===== src/inc/odcd_consts.vh =====
// Function
// - Eight divider-setting registers, one per clock output, sit at even addresses 0x48 to 0x56.
// - Bits 3..0 of a divider-setting register are the on-count (high cycles minus one).
// - Bits 7..4 of a divider-setting register are the off-count (low cycles minus one).
// - Both counts are four bits wide and every value 0 to 15 is legal.
// - The output period is (on-count + 1) + (off-count + 1) fast clock cycles.
// - The output is high for on-count + 1 cycles of each period, which sets the duty cycle.
// - A bypass setting raises bypass_sel_o so the output mux passes the fast clock, and holds the divider idle with its output low.
// - While align_hold_n is low an affected divider holds its start level, then starts after
//     its phase offset once align_hold_n rises.
`ifndef ODCD_CONSTS_VH
`define ODCD_CONSTS_VH

// ****************************************************************
// Register map
// ****************************************************************
`define ODCD_ADDR_W        13
`define ODCD_SET_FIRST     13'h0048
`define ODCD_SET_LAST      13'h0056
`define ODCD_CTL_FIRST     13'h0049
`define ODCD_CTL_LAST      13'h0057
`define ODCD_SET_RESET     8'h00
`define ODCD_CTL_RESET     8'h00
`define ODCD_UNMAPPED_RD   8'h00
`define ODCD_PIN_IDLE      4'h9

// ****************************************************************
// Field positions
// ****************************************************************
`define ODCD_ON_LSB        0
`define ODCD_ON_MSB        3
`define ODCD_OFF_LSB       4
`define ODCD_OFF_MSB       7
`define ODCD_CTL_BYPASS    0
`define ODCD_CTL_START_HI  1
`define ODCD_CTL_NO_ALIGN  2
`define ODCD_PHASE_LSB     4
`define ODCD_PHASE_MSB     7

// ****************************************************************
// Serial frame layout
// ****************************************************************
`define ODCD_INSTR_BITS    5'h10
`define ODCD_INSTR_LAST    5'h0F
`define ODCD_BYTE_LAST     5'h07
`define ODCD_RW_BIT        15
`define ODCD_ADDR_STEP     13'h0001

`endif


===== src/verilog/odcd_divider.v =====
`timescale 1ns/1ns
`include "odcd_consts.vh"

module odcd_divider #(
   parameter CNT_W = 4
) (
   // Clock and reset
   input  wire             clk_i,
   input  wire             rstn_i,
   // Settings
   input  wire [CNT_W-1:0] on_cnt_i,
   input  wire [CNT_W-1:0] off_cnt_i,
   input  wire [CNT_W-1:0] phase_i,
   input  wire             bypass_i,
   input  wire             start_high_i,
   input  wire             no_align_i,
   // Alignment hold, already synchronised
   input  wire             hold_i,
   // Divided clock
   output reg              div_o
);

   reg [CNT_W-1:0] cnt;
   reg [CNT_W-1:0] on_q;
   reg [CNT_W-1:0] off_q;
   reg [CNT_W-1:0] wait_cnt;
   reg             waiting;

   // ****************************************************************
   // Counter: high phase, low phase, alignment hold
   // ****************************************************************
   // Counts are reloaded at the end of the low phase, and while bypassed or held,
   // so a rewrite never cuts a running phase short.
   always @(posedge clk_i or negedge rstn_i) begin
      if (!rstn_i) begin
         div_o    <= 1'b0;
         cnt      <= {CNT_W{1'b0}};
         on_q     <= {CNT_W{1'b0}};
         off_q    <= {CNT_W{1'b0}};
         wait_cnt <= {CNT_W{1'b0}};
         waiting  <= 1'b0;
      end else if (bypass_i) begin
         // Divider idle while bypassed; output mux takes the fast clock
         div_o    <= 1'b0;
         cnt      <= {CNT_W{1'b0}};
         on_q     <= on_cnt_i;
         off_q    <= off_cnt_i;
         waiting  <= 1'b0;
      end else if (hold_i && !no_align_i) begin
         div_o    <= start_high_i;
         cnt      <= {CNT_W{1'b0}};
         on_q     <= on_cnt_i;
         off_q    <= off_cnt_i;
         wait_cnt <= phase_i;
         waiting  <= 1'b1;
      end else if (waiting) begin
         // Hold the start level for the phase offset, then run
         if (wait_cnt == {CNT_W{1'b0}}) begin
            waiting <= 1'b0;
         end else begin
            wait_cnt <= wait_cnt - {{(CNT_W-1){1'b0}}, 1'b1};
         end
      end else if (div_o) begin
         if (cnt == on_q) begin
            div_o <= 1'b0;
            cnt   <= {CNT_W{1'b0}};
         end else begin
            cnt <= cnt + {{(CNT_W-1){1'b0}}, 1'b1};
         end
      end else begin
         if (cnt == off_q) begin
            div_o <= 1'b1;
            cnt   <= {CNT_W{1'b0}};
            on_q  <= on_cnt_i;
            off_q <= off_cnt_i;
         end else begin
            cnt <= cnt + {{(CNT_W-1){1'b0}}, 1'b1};
         end
      end
   end

endmodule


===== src/verilog/odcd_top.v =====
`timescale 1ns/1ns
`include "odcd_consts.vh"

module odcd_top #(
   parameter NUM_OUT = 8,
   parameter CNT_W   = 4
) (
   // Fast clock and reset
   input  wire               clk_sys_i,
   input  wire               rstn_i,
   // Serial control interface
   input  wire               sci_cs_n_i,
   input  wire               sci_sclk_i,
   input  wire               sci_sdi_i,
   output reg                sci_sdo_o,
   output reg                sci_sdo_oe_o,
   // Alignment hold pin, active low
   input  wire               align_hold_n_i,
   // Clock outputs
   output wire [NUM_OUT-1:0] clock_outputs_o,
   output reg  [NUM_OUT-1:0] bypass_sel_o
);

   // ****************************************************************
   // Serial state machine encoding
   // ****************************************************************
   localparam [2:0] ST_IDLE  = 3'h1;
   localparam [2:0] ST_INSTR = 3'h2;
   localparam [2:0] ST_DATA  = 3'h4;

   // ****************************************************************
   // Declarations
   // ****************************************************************
   reg                    rst_meta;
   reg                    rst_n;
   reg  [3:0]             pin_meta;
   reg  [3:0]             pin_sync;
   reg                    sclk_d;
   reg  [2:0]             state;
   reg  [4:0]             bit_cnt;
   reg  [15:0]            instr_sh;
   reg  [7:0]             wr_sh;
   reg  [7:0]             rd_sh;
   reg                    rd_mode;
   reg  [`ODCD_ADDR_W-1:0] addr;
   reg                    wr_stb;
   reg  [`ODCD_ADDR_W-1:0] wr_addr;
   reg  [7:0]             wr_data;
   reg  [7:0]             div_set [0:NUM_OUT-1];
   reg  [7:0]             div_ctl [0:NUM_OUT-1];
   reg  [7:0]             rd_data;
   reg  [`ODCD_ADDR_W-1:0] rd_addr;
   integer                i;
   integer                j;

   wire cs_n_s  = pin_sync[0];
   wire sclk_s  = pin_sync[1];
   wire sdi_s   = pin_sync[2];
   wire hold_s  = ~pin_sync[3];
   wire sclk_rise = sclk_s & ~sclk_d;
   wire sclk_fall = ~sclk_s & sclk_d;
   wire [`ODCD_ADDR_W-1:0] instr_addr = {instr_sh[11:0], sdi_s};
   wire [`ODCD_ADDR_W-1:0] next_addr  = addr - `ODCD_ADDR_STEP;

   // ****************************************************************
   // Address decode helpers
   // ****************************************************************
   // Hit on a divider-setting register: even address in the window
   function set_hit;
      input [`ODCD_ADDR_W-1:0] a;
      begin
         set_hit = (a >= `ODCD_SET_FIRST) && (a <= `ODCD_SET_LAST) && !a[0];
      end
   endfunction

   // Hit on a divider control register: odd address in the window
   function ctl_hit;
      input [`ODCD_ADDR_W-1:0] a;
      begin
         ctl_hit = (a >= `ODCD_CTL_FIRST) && (a <= `ODCD_CTL_LAST) && a[0];
      end
   endfunction

   // Output index; odd and even neighbours share one index
   function [2:0] out_idx;
      input [`ODCD_ADDR_W-1:0] a;
      reg   [`ODCD_ADDR_W-1:0] d;
      begin
         d       = a - `ODCD_SET_FIRST;
         out_idx = d[3:1];
      end
   endfunction

   // ****************************************************************
   // Reset release
   // ****************************************************************
   // Asserts at once, releases two edges later, so no flop leaves
   // reset on a marginal edge.
   always @(posedge clk_sys_i or negedge rstn_i) begin
      if (!rstn_i) begin
         rst_meta <= 1'b0;
         rst_n    <= 1'b0;
      end else begin
         rst_meta <= 1'b1;
         rst_n    <= rst_meta;
      end
   end

   // ****************************************************************
   // Pin synchronisers
   // ****************************************************************
   // Order: cs_n, sclk, sdi, align_hold_n. Idle levels at reset.
   always @(posedge clk_sys_i or negedge rst_n) begin
      if (!rst_n) begin
         pin_meta <= `ODCD_PIN_IDLE;
         pin_sync <= `ODCD_PIN_IDLE;
         sclk_d   <= 1'b0;
      end else begin
         pin_meta <= {align_hold_n_i, sci_sdi_i, sci_sclk_i, sci_cs_n_i};
         pin_sync <= pin_meta;
         sclk_d   <= sclk_s;
      end
   end

   // ****************************************************************
   // Read data selection
   // ****************************************************************
   // During the instruction the address still sits in the shifter;
   // later bytes of a stream read the next lower address.
   always @* begin
      rd_addr = (state == ST_DATA) ? next_addr : instr_addr;
      if (set_hit(rd_addr)) begin
         rd_data = div_set[out_idx(rd_addr)];
      end else if (ctl_hit(rd_addr)) begin
         rd_data = div_ctl[out_idx(rd_addr)];
      end else begin
         rd_data = `ODCD_UNMAPPED_RD;
      end
   end

   // ****************************************************************
   // Serial control interface
   // ****************************************************************
   // SCLK is sampled by the fast clock, so each SCLK level must last
   // at least three fast clock cycles; this avoids a second domain.
   always @(posedge clk_sys_i or negedge rst_n) begin
      if (!rst_n) begin
         state        <= ST_IDLE;
         bit_cnt      <= 5'h00;
         instr_sh     <= 16'h0000;
         wr_sh        <= 8'h00;
         rd_sh        <= 8'h00;
         rd_mode      <= 1'b0;
         addr         <= {`ODCD_ADDR_W{1'b0}};
         wr_stb       <= 1'b0;
         wr_addr      <= {`ODCD_ADDR_W{1'b0}};
         wr_data      <= 8'h00;
         sci_sdo_o    <= 1'b0;
         sci_sdo_oe_o <= 1'b0;
      end else begin
         wr_stb <= 1'b0;
         if (cs_n_s) begin
            // Deselect aborts any partial byte
            state        <= ST_IDLE;
            bit_cnt      <= 5'h00;
            sci_sdo_oe_o <= 1'b0;
         end else begin
            case (state)
               ST_IDLE: begin
                  state   <= ST_INSTR;
                  bit_cnt <= 5'h00;
               end
               ST_INSTR: begin
                  if (sclk_rise) begin
                     instr_sh <= {instr_sh[14:0], sdi_s};
                     bit_cnt  <= bit_cnt + 5'h01;
                     if (bit_cnt == `ODCD_INSTR_LAST) begin
                        rd_mode <= instr_sh[`ODCD_RW_BIT-1];
                        addr    <= instr_addr;
                        rd_sh   <= rd_data;
                        bit_cnt <= 5'h00;
                        state   <= ST_DATA;
                     end
                  end
               end
               ST_DATA: begin
                  if (sclk_rise) begin
                     wr_sh   <= {wr_sh[6:0], sdi_s};
                     bit_cnt <= bit_cnt + 5'h01;
                     if (bit_cnt == `ODCD_BYTE_LAST) begin
                        // Byte done: commit write, step address down
                        wr_stb  <= ~rd_mode;
                        wr_addr <= addr;
                        wr_data <= {wr_sh[6:0], sdi_s};
                        addr    <= next_addr;
                        rd_sh   <= rd_data;
                        bit_cnt <= 5'h00;
                     end
                  end else if (sclk_fall && rd_mode) begin
                     // Read bits change on the falling edge, MSB first
                     sci_sdo_o    <= rd_sh[7];
                     sci_sdo_oe_o <= 1'b1;
                     rd_sh        <= {rd_sh[6:0], 1'b0};
                  end
               end
               default: begin
                  state <= ST_IDLE;
               end
            endcase
         end
      end
   end

   // ****************************************************************
   // Register file
   // ****************************************************************
   // Writes to unmapped addresses are dropped without effect.
   always @(posedge clk_sys_i or negedge rst_n) begin
      if (!rst_n) begin
         for (i = 0; i < NUM_OUT; i = i + 1) begin
            div_set[i] <= `ODCD_SET_RESET;
            div_ctl[i] <= `ODCD_CTL_RESET;
         end
      end else if (wr_stb) begin
         if (set_hit(wr_addr)) begin
            div_set[out_idx(wr_addr)] <= wr_data;
         end else if (ctl_hit(wr_addr)) begin
            div_ctl[out_idx(wr_addr)] <= wr_data;
         end
      end
   end

   // ****************************************************************
   // Bypass select to the output mux
   // ****************************************************************
   // The fast clock itself cannot come from a flop, so the output
   // stage switches to it on this flag.
   always @(posedge clk_sys_i or negedge rst_n) begin
      if (!rst_n) begin
         bypass_sel_o <= {NUM_OUT{1'b0}};
      end else begin
         for (j = 0; j < NUM_OUT; j = j + 1) begin
            bypass_sel_o[j] <= div_ctl[j][`ODCD_CTL_BYPASS];
         end
      end
   end

   // ****************************************************************
   // Dividers, one per clock output
   // ****************************************************************
   genvar g;
   generate
      for (g = 0; g < NUM_OUT; g = g + 1) begin : gen_div
         odcd_divider #(
            .CNT_W        (CNT_W)
         ) odcd_divider_inst (
            .clk_i        (clk_sys_i),
            .rstn_i       (rst_n),
            .on_cnt_i     (div_set[g][`ODCD_ON_MSB:`ODCD_ON_LSB]),
            .off_cnt_i    (div_set[g][`ODCD_OFF_MSB:`ODCD_OFF_LSB]),
            .phase_i      (div_ctl[g][`ODCD_PHASE_MSB:`ODCD_PHASE_LSB]),
            .bypass_i     (div_ctl[g][`ODCD_CTL_BYPASS]),
            .start_high_i (div_ctl[g][`ODCD_CTL_START_HI]),
            .no_align_i   (div_ctl[g][`ODCD_CTL_NO_ALIGN]),
            .hold_i       (hold_s),
            .div_o        (clock_outputs_o[g])
         );
      end
   endgenerate

endmodule

===== config.mk =====
export PLATFORM = sky130hd
export DESIGN_NAME = odcd_top
export DESIGN_NICKNAME = d
export VERILOG_FILES = /design/src/verilog/odcd_divider.v /design/src/verilog/odcd_top.v
export VERILOG_INCLUDE_DIRS = /design/src /design/src/inc
export SDC_FILE = /design/constraint.sdc
export NUM_CORES = 1
export LEC_CHECK = 0
export BUFFER_PORTS_ARGS = -buffer_cell sky130_fd_sc_hd__clkbuf_2
export CAP_MARGIN = 20
export CORE_MARGIN = 3
export CORE_UTILIZATION = 68
export DETAILED_ROUTE_END_ITERATION = 6
export PLACE_DENSITY = 0.95
export SLEW_MARGIN = 0
export SYNTH_ARGS = -nofsm -noshare
export SYNTH_HDL_FRONTEND = slang
export SYNTH_SLANG_ARGS = --single-unit

===== constraint.sdc =====
create_clock -name clk_sys_i -period 21.6 [get_ports clk_sys_i]
set_clock_uncertainty 0.15 [all_clocks]
set_input_delay 1.08 -clock clk_sys_i [delete_from_list [all_inputs] [get_ports clk_sys_i]]
set_output_delay 1.08 -clock clk_sys_i [all_outputs]
set_load 0.05 [all_outputs]

[Yosys cells after proc, flatten, opt, wreduce, memory -nomap -nowiden]
Cells that the tools add are included.
Cells by class
  div/mod/pow operators: 0
  reductions and logical operators: 84
  multipliers: 0
  shift-type cells: 0
  mux-type cells: 274
  add/subtract/negate cells: 20
  bitwise gates (word level): 19
  equality and inequality tests: 56
  $lt $le $gt $ge: 11
Operators by type and width (number)
  4-bit two-way mux: 152
  64-bit bitwise mux: 2
  8-bit two-way mux: 12
  1-bit two-way mux: 88
  3-bit AND reduction: 22
  13-bit two-way mux: 5
  4-bit equality test: 16
  3-bit != test, second input constant: 19
  13-bit by 7-bit greater-or-equal comparator with 1-bit output, second input constant: 4
  13-bit by 7-bit <= comparator with 1-bit output, second input constant: 4
  8-bit binary-select mux with 3-bit select: 2
  4-bit by 1-bit adder with 4-bit output, second input constant: 8
  4-bit zero test: 8
  4-bit by 1-bit subtractor with 4-bit output, second input constant: 8
  13-bit one-hot mux with 2 select lines: 1
  5-bit two-way mux: 5
  8-bit demux with 3-bit select: 1
  3-bit nonzero test: 8
  2-bit nonzero test: 11
  1-bit logical AND: 18
  2-bit by 1-bit != test with 1-bit output, second input constant: 9
  8-bit one-hot mux with 2 select lines: 1
  1-bit NOT: 15
  5-bit one-hot mux with 3 select lines: 1
  21 further kinds: 44
Storage, ports and cells
  logic and storage cells: 546
  RAM bits: 0
  bits of input ports: 6
  memories: 0
  memory bits (read-only): 0
  output and inout bits: 18
  latch bits: 0
  register bits after elaboration: 367

[Depth between registers and ports, before layout]
Gate-level depths: netlist of run 1.
  depth in word-level cells: 12
  gate-level depth with buffers: 11

[Hierarchy]
From an unflattened synthesis of run 1, not the netlist that was laid out.
Unflattened totals
  cells, all modules: 1582
  area, all modules: 18039.8 um^2
Modules (own cells, without submodules)
  odcd_top: area an instance 10322.4 um^2, instances 1, cells an instance 854
  odcd_divider: area an instance 964.7 um^2, instances 8, cells an instance 91

[Least setup slack after synthesis of run 1]
No wires, ideal clock.
  path kind: register -> register
  start: register addr[0]
  end: register rd_sh[1]
  data required time: 21368 ps
  clock period less this slack: 2731 ps
  arrival: 2499 ps
  stages on the path, launching flop included: 11
  slack: 18869 ps
  cell sequence: dfrtp_1 inv_1 ha_1 or4b_1 clkbuf_1 or2_2 xor2_1 a21oi_1 nor4b_4 nand4_1 a31oi_1
On the way
  longest elaborated chain between the ends: 12
  elaborated cells between the ends (all ways): 26
  classes of those cells: add/sub: 2; order compare: 4; mux: 14; bitwise: 1; reduce/logical: 5
RTL lines
  start: declaration: line odcd_top.v:45  | reg [`ODCD_ADDR_W-1:0] addr;
  start signal: assignment: line odcd_top.v:154  | addr <= {`ODCD_ADDR_W{1'b0}};
  start signal: assignment: line odcd_top.v:179  | addr <= instr_addr;
  start signal: assignment: line odcd_top.v:195  | addr <= next_addr;
  13-bit by 1-bit subtractor with 13-bit output (no source line) *
  13-bit two-way mux *: line odcd_top.v:131  | rd_addr = (state == ST_DATA) ? next_addr : instr_addr;
  4-bit subtractor (no source line)
  3-bit NOT with 4-bit output (not written as such): line odcd_top.v:133, odcd_top.v:135
  8-bit binary-select mux with 3-bit select: line odcd_top.v:135  | rd_data = div_ctl[out_idx(rd_addr)];
  8-bit two-way mux (not written as such) (2 in a row): line odcd_top.v:135
  8-bit two-way mux: line odcd_top.v:134  | end else if (ctl_hit(rd_addr)) begin
  8-bit two-way mux *: line odcd_top.v:132  | if (set_hit(rd_addr)) begin
  8-bit two-way mux, on equally long branches: line odcd_top.v:190, odcd_top.v:177
  8-bit two-way mux, on equally long branches: line odcd_top.v:187, odcd_top.v:174
  8-bit one-hot mux with 2 select lines *: line odcd_top.v:168  | case (state)
  end signal: assignment: line odcd_top.v:180  | rd_sh <= rd_data;
  end signal: assignment: line odcd_top.v:196  | rd_sh <= rd_data;
  end signal: assignment: line odcd_top.v:203  | rd_sh <= {rd_sh[6:0], 1'b0};
  end: declaration: line odcd_top.v:43  | reg [7:0] rd_sh;
Mark *: on every way between the ends. The rest lies on a longest branch, timed or not. The select of a mux whose other input is x is not followed.
A chain may end at the register's enable or synchronous reset.

[Final worst setup path of run 1]
  start: register addr[1]
  end: register rd_sh[6]
Same word-level chain as after synthesis.

==> results of run 1 <==
[through the flow]
stage / cell area (sq um) / util, % / hold slack (ps) / setup WS, ps
after detailed placement: 17900 / 70.7 / 186 / 18440
after global routing: 19100 / 75.6 / 187 / 18260
after floorplan: 17600 / - / 181 / 10470
after global placement: 17900 / 70.7 / 187 / 18520
after CTS: 19100 / 75.5 / 185 / 18460
final: 19100 / 75.6 / 192 / 18410
[synthesized netlist by cell type (14+ instances only)]
cell type,instances,area (sq um)
nor4_1,20,125
a21oi_1,57,285
ha_1,20,250
a22o_1,21,184
nand2_1,136,510
xnor2_1,22,193
clkbuf_1,37,139
o21ai_0,88,440
nor2_1,97,364
mux4_2,18,405
mux2i_1,26,260
nand3_1,31,155
mux2_2,238,2680
dfrtp_1,362,9060
xor2_1,56,490
buf_4,14,105
inv_1,44,165
nor3_1,16,80.1
[worst max-delay path, delay by kind of cell (launching register included)]
kind | cells | cell delay [ps]
buffers and inverters | 1 | 110
adders and majority gates | 1 | 220
and+or+nand+nor | 3 | 880
AOI/OAI and AO/OA | 4 | 1320
DFF | 1 | 410
[power by group through the flow]
| stage | Clock, mW | Sequential (mW) | Combinational (mW) |
|---|---|---|---|
| after floorplan | 0 | 0.787 | 0.221 |
| after global placement | 0 | 0.790 | 0.255 |
| after detailed placement | 0 | 0.793 | 0.272 |
| after CTS | 0.645 | 0.782 | 0.279 |
| after global routing | 0.675 | 0.791 | 0.313 |
| final | 0.643 | 0.784 | 0.280 |
[how the worst max path moves through the flow]
stage | start | to | depth (start not counted)
global placement | state[1] | rd_sh[0] | 8
floorplan | rst_n | addr[0] | 0
detailed placement | state[1] | rd_sh[0] | 8
finish | addr[1] | rd_sh[6] | 9
CTS | state[1] | rd_sh[0] | 8
global route | state[2] | rd_sh[2] | 8
[cell families (layout without fill, tap and decap cells)]
logic type / Yosys count / after routing
AND/OR/NAND/NOR: 402 / 402
AO/OA/AOI/OAI: 253 / 253
XOR/XNOR: 79 / 79
adder cells (fa/ha/maj): 20 / 20
flip-flops: 367 / 367
buffers and inverters: 104 / 145
other: 1 / 2
multiplexers: 283 / 283
[area by class of cell]
class | count | share of cell area, %
timing repair buffer | 32 | 1.06
multi-input combinational | 1038 | 41.4
sequential | 367 | 48.1
tap | 330 | 2.16
antenna | 1 | 0.0131
inverter | 44 | 0.865
clock inverter | 8 | 0.341
clock buffer | 61 | 6.03
[metal layers]
metal | track usage (%) | part of all wire, %
met5 | 0 | 0.066
met4 | 9.00 | 2.6
met3 | 6.10 | 8.8
met2 | 52.4 | 48
met1 | 43.3 | 40
[sequential cells by signal, summed over array words and instances (netlist names), 7 cells and up]
name and count:
wr_addr 13, gen_div.odcd_divider_inst.off_q 32, wr_data 8, wr_sh 7, addr 13, div_set 64, gen_div.odcd_divider_inst.wait_cnt 32, gen_div.odcd_divider_inst.on_q 32
bypass_sel_o 8, gen_div.odcd_divider_inst.cnt 32, div_ctl 64, rd_sh 8, instr_sh 15, gen_div.odcd_divider_inst.div_o 8, gen_div.odcd_divider_inst.waiting 8
[placed cells by master (no fill, tap or decap), drive strengths merged, types with 20 or more instances in the layout]
| cell | instances |
|---|---|
| clkbuf | 84 |
| a21oi | 57 |
| o21ai | 95 |
| nor3 | 20 |
| ha | 20 |
| mux2 | 238 |
| a22o | 21 |
| xor2 | 56 |
| xnor2 | 23 |
| dfrtp | 362 |
| nand2 | 136 |
| nor2 | 97 |
| nand3 | 32 |
| nor4 | 20 |
| inv | 44 |
| mux2i | 27 |
==> qor.yml, run 1 <==
status:
  outcome: "complete, no violations"
yosys:
  yosys.area_share.simple_pct: 11.5
  synth-xor-area-share_pct: 3.98
  ys_warn_count: 0
  synth_area_sq_um: 17600
  yosysSeqAreaShare_pct: 52.3
  synth_top_family_by_area: "multiplexers"
  avgSynthCellArea_sq_um: 11.6
  synth-seq-cells: 367
  muxShareOfSynthArea_pct: 19.1
  yosys_most_used_dff: "dfrtp_1"
  yosys.area_share.adder_pct: 1.42
  synth_edf_count: 0
  synthesis.nets: 1535
  ys_types: 70
  synth_compound_area_share_pct: 8.91
  synthCells: 1509
  synthArstFlopShare_pct: 100
timing:
  fin_crit_sh_pct: 14.8
  grt_setup_unrepaired: "no"
  finalSetupViolCount: 0
  setup_tns_ps: 0
  period_needed_ps: 3190
  fmax_ghz: 0.314
  drv_slew: 0
  hold_violations: 0
  slew_headroom_pct: 33.2
  tightest_slew_ps: 1000
worst_setup_path:
  r2r_start: "addr[1]"
  required_ps: 21880
  regToRegSetupSlack_ps: 18410
  rr_endpoint: "rd_sh[6]"
  start_kind: "flop"
  max_stage_delay_ps: 580
  crit_path_top_delay_cell: "or4b_1"
  path_max_fanout: 12
  worstPathCellList: "inv_1, ha_1, or4b_1, a2111o_1, nand3_1, a31o_2, o2111a_1, nand2_1, o211ai_1"
  worstPathArrival_ps: 3470
  critPathKind: "flop to flop"
  reg2reg_depth: 9
  cp-end-kind: "flop"
clock_tree:
  cts_max_level: 2
  postCtsSetupRepairBufs: 0
  hold_buffers: 0
  tritoncts: "done"
  clockRootBuffer: "clkbuf_16"
  clk_path_buf_depth: 3
  cts.sinks: 367
  cts.clk_slew.worst_paths_ps: 60
  cts_resized: 0
  cts_made_buffers: 39
  clk_latency_ps: 520
detailed_routing:
  route.vias.total: 12540
  antenna_left: 0
  drt_iter0_drc: 1526
  first_pass_iters: 6
  drt-wirelength-per-cell_microns: 23.4
  drc: 0
  routed_wl_microns: 44100
  vias_per_cell: 6.67
final_layout:
  area_growth_pct: 8.73
  multi_input_area_sq_um: 7900
  instances_no_fill: 1881
  fin_nets: 1548
  ff_latch_area_sq_um: 9190
  fill_cells: 1466
  drive_gt1_share_pct: 24.9
power:
  power.leakage_nw: 9.46
  power_density_nw_per_um2: 89.4
  irDropWorstVdd_v: 0.0000914
  comb_power_share_pct: 16.4
  p_sw_share_pct: 29.0
  total_power_mw: 1.71
  p_switching_uw: 496
  pwr-share-clk_pct: 37.7
  seq_power_share_pct: 45.9
  p_int_mw: 1.21
floorplan:
  row_count: 58
  start_util_pct: 69.6
  die_x_microns: 167
  die_height_microns: 167
  core_area_sq_um: 25300
  design.die.area_sq_um: 27800
  num_io_pins: 24
global_route:
  gr-total-overflow: 0
  grt_max_degree: 86
  antenna_found_initial: 4
  grt_first_pass_wirelength_microns: 70200
  grt_pass1_vias: 12729
  grt_usage_pct: 31.6
placed_design:
  dp_hpwl_microns: 29200
  dp.cells: 1810
  place_congestion: 1.02
  port-buffer-count: 23
job:
  cap_violations: 0
worst_hold_path:
  hold_class: "input pin to async pin"
Note: power is estimated with default switching activity, not from simulation.
==> inputs of run 2 (changes only) <==
CORE_UTILIZATION = 63   (was 68)
PLACE_DENSITY = 0.91   (was 0.95)
clock period = 3.3 ns   (was 21.6 ns; I/O delays follow)
==> run 2 against run 1 <==
Net effect: the flow now finishes with violations (design-rule violations); non-clock buffer count rose by 32; combinational power rose to 6.7 times the previous value; final area rose by 2.3%; critical path type unchanged.
==> qor.yml, run 2 (synthesis results as in run 1) <==
detailed_routing:
  drt-wirelength-per-cell_microns: 22.7
  antenna_left: 0
  first_pass_iters: 7
  vias_per_cell: 6.45
  drt_iter0_drc: 1247
  routed_wl_microns: 44400
  route.vias.total: 12600
  drc: 1
final_layout:
  fin_nets: 1579
  drive_gt1_share_pct: 26.6
  fill_cells: 1739
  postLayoutCoreUtil_pct: 71.9
  layout_common_cells: "361 x dfrtp_1, 238 x mux2_2, 136 x nand2_1"
  final_common_cell: "dfrtp_1"
  reg_top3: "div_ctl (64), div_set (64)"
  n_antenna_cell: 0
  area_growth_pct: 11.2
clock_tree:
  cts_made_buffers: 38
  clk_latency_ps: 530
  cts.sinks: 367
  clk_path_buf_depth: 3
  cts.clk_slew.worst_paths_ps: 60
  cts_max_level: 2
  tritoncts: "done"
  clockRootBuffer: "clkbuf_16"
placed_design:
  port-buffer-count: 23
  place_ws_ps: 317
  place_congestion: 0.902
  dp_hpwl_microns: 29200
worst_setup_path:
  critPathKind: "flop to flop"
  cp-end-kind: "flop"
  worstPathArrival_ps: 3360
  start_kind: "flop"
  path_max_fanout: 7
  reg2reg_depth: 9
  regToRegSetupSlack_ps: 230
  rr_endpoint: "rd_sh[3]"
  r2r_start: "addr[0]"
  required_ps: 3590
timing:
  worst_slack_ps: 225
  fin_crit_sh_pct: 93.2
  fmax_ghz: 0.325
  hold_violations: 0
  tightest_slew_ps: 1040
  period_needed_ps: 3070
  finalSetupViolCount: 0
  grt_setup_unrepaired: "no"
  drv_slew: 0
  setup_tns_ps: 0
  slew_headroom_pct: 30.4
global_route:
  use_met1_pct: 42.2
  gr-total-overflow: 0
  met3_usage_pct: 4.74
  grt_first_pass_wirelength_microns: 71100
  grt_usage_pct: 29.6
  busiest_layer: "met2"
  grt_util_met2_pct: 46.8
  antenna_found_initial: 0
  grt_max_degree: 75
  grt_pass1_vias: 12583
floorplan:
  start_util_pct: 64.6
  core_area_sq_um: 27200
  design.die.area_sq_um: 29900
  num_io_pins: 24
  die_height_microns: 173
  row_count: 60
  die_x_microns: 173
power:
  power.leakage_nw: 9.67
  irDropWorstVdd_v: 0.000503
  power_density_nw_per_um2: 588
  total_power_mw: 11.5
worst_hold_path:
  whs_endpoint: "pin_meta[0]"
  hold_class: "input pin to flop"
  worst_hold_startpoint: "sci_cs_n_i"
  hold_depth: 2
status:
  violations: "design-rule violations"
  outcome: "complete, but fails checks"
job:
  cap_violations: 0
[run 2: cell types whose count changed in the layout (fill, tap and decap cells not counted), sizes merged]
cell         previous run  this run
inv                    44        46
diode                   1         0
clkinvlp                0         2
dlygate4sd3             0         6
bufinv                  1         4
clkinv                  7         8
buf                     9        35
clkbuf                 84        75
[run 2: layout make-up]
type	count	area [sq um]	share of cell area (%)
well taps	372	465	2.38
flip-flops and latches	367	9190	47.1
multi-input cells	1038	7900	40.5
clock buffers	52	1100	5.65
repair buffers	64	500	2.56
clock inverters	16	204	1.04
inverters	44	165	0.845
[run 2: worst max-delay path by stage]
stage / startpoint / end / slack [ps] / depth (start not counted)
2_1_floorplan: rst_n / addr[0] / -470 / 0
3_3_place_gp: addr[0] / rd_sh[3] / 380 / 9
3_5_place_dp: addr[0] / rd_sh[3] / 320 / 9
4_1_cts: addr[0] / rd_sh[3] / 280 / 9
5_1_grt: addr[0] / rd_sh[5] / 60 / 9
6_report: addr[0] / rd_sh[3] / 230 / 9
[run 2: worst max-delay path: stages (launching register included)]
cell and delay [ps]:
dfrtp_1 440, inv_1 100, ha_1 190, or4b_1 560, or2_2 360, xor2_1 160
a21oi_1 180, nor4b_4 500, nand4_1 150, a31oi_1 190
[run 2: timing repair]
item                                    in CTS  in global routing
buffers inserted                             0                  0
endpoints found under the hold margin        6                  0
resized for setup                            0                  0
hold buffers                                 6                  0
endpoints found under the setup margin       0                  0
[run 2: metrics by stage]
| stage | hold slack [ps] | std cells | area, sq um |
|---|---|---|---|
| 2_1_floorplan | -281 | 1509 | 17600 |
| 3_3_place_gp | -199 | 1879 | 18200 |
| 3_5_place_dp | -197 | 1879 | 18200 |
| 4_1_cts | 124 | 1953 | 19500 |
| 5_1_grt | 134 | 1953 | 19500 |
| 6_report | 133 | 1953 | 19500 |
[run 2: where the power goes]
part | internal (mW) | leakage, nW | switching (mW)
clock network | 2.67 | 0.642 | 1.81
registers | 4.79 | 5.01 | 0.342
logic | 0.702 | 4.02 | 1.17
total | 8.17 | 9.67 | 3.33
[run 2: routing by layer]
layer | vias up | part of all wire, %
met5 | - | 0
met3 | 130 | 7.4
met2 | 584 | 47
li1 | 5514 | -
met4 | 0 | 3.8
met1 | 6372 | 42
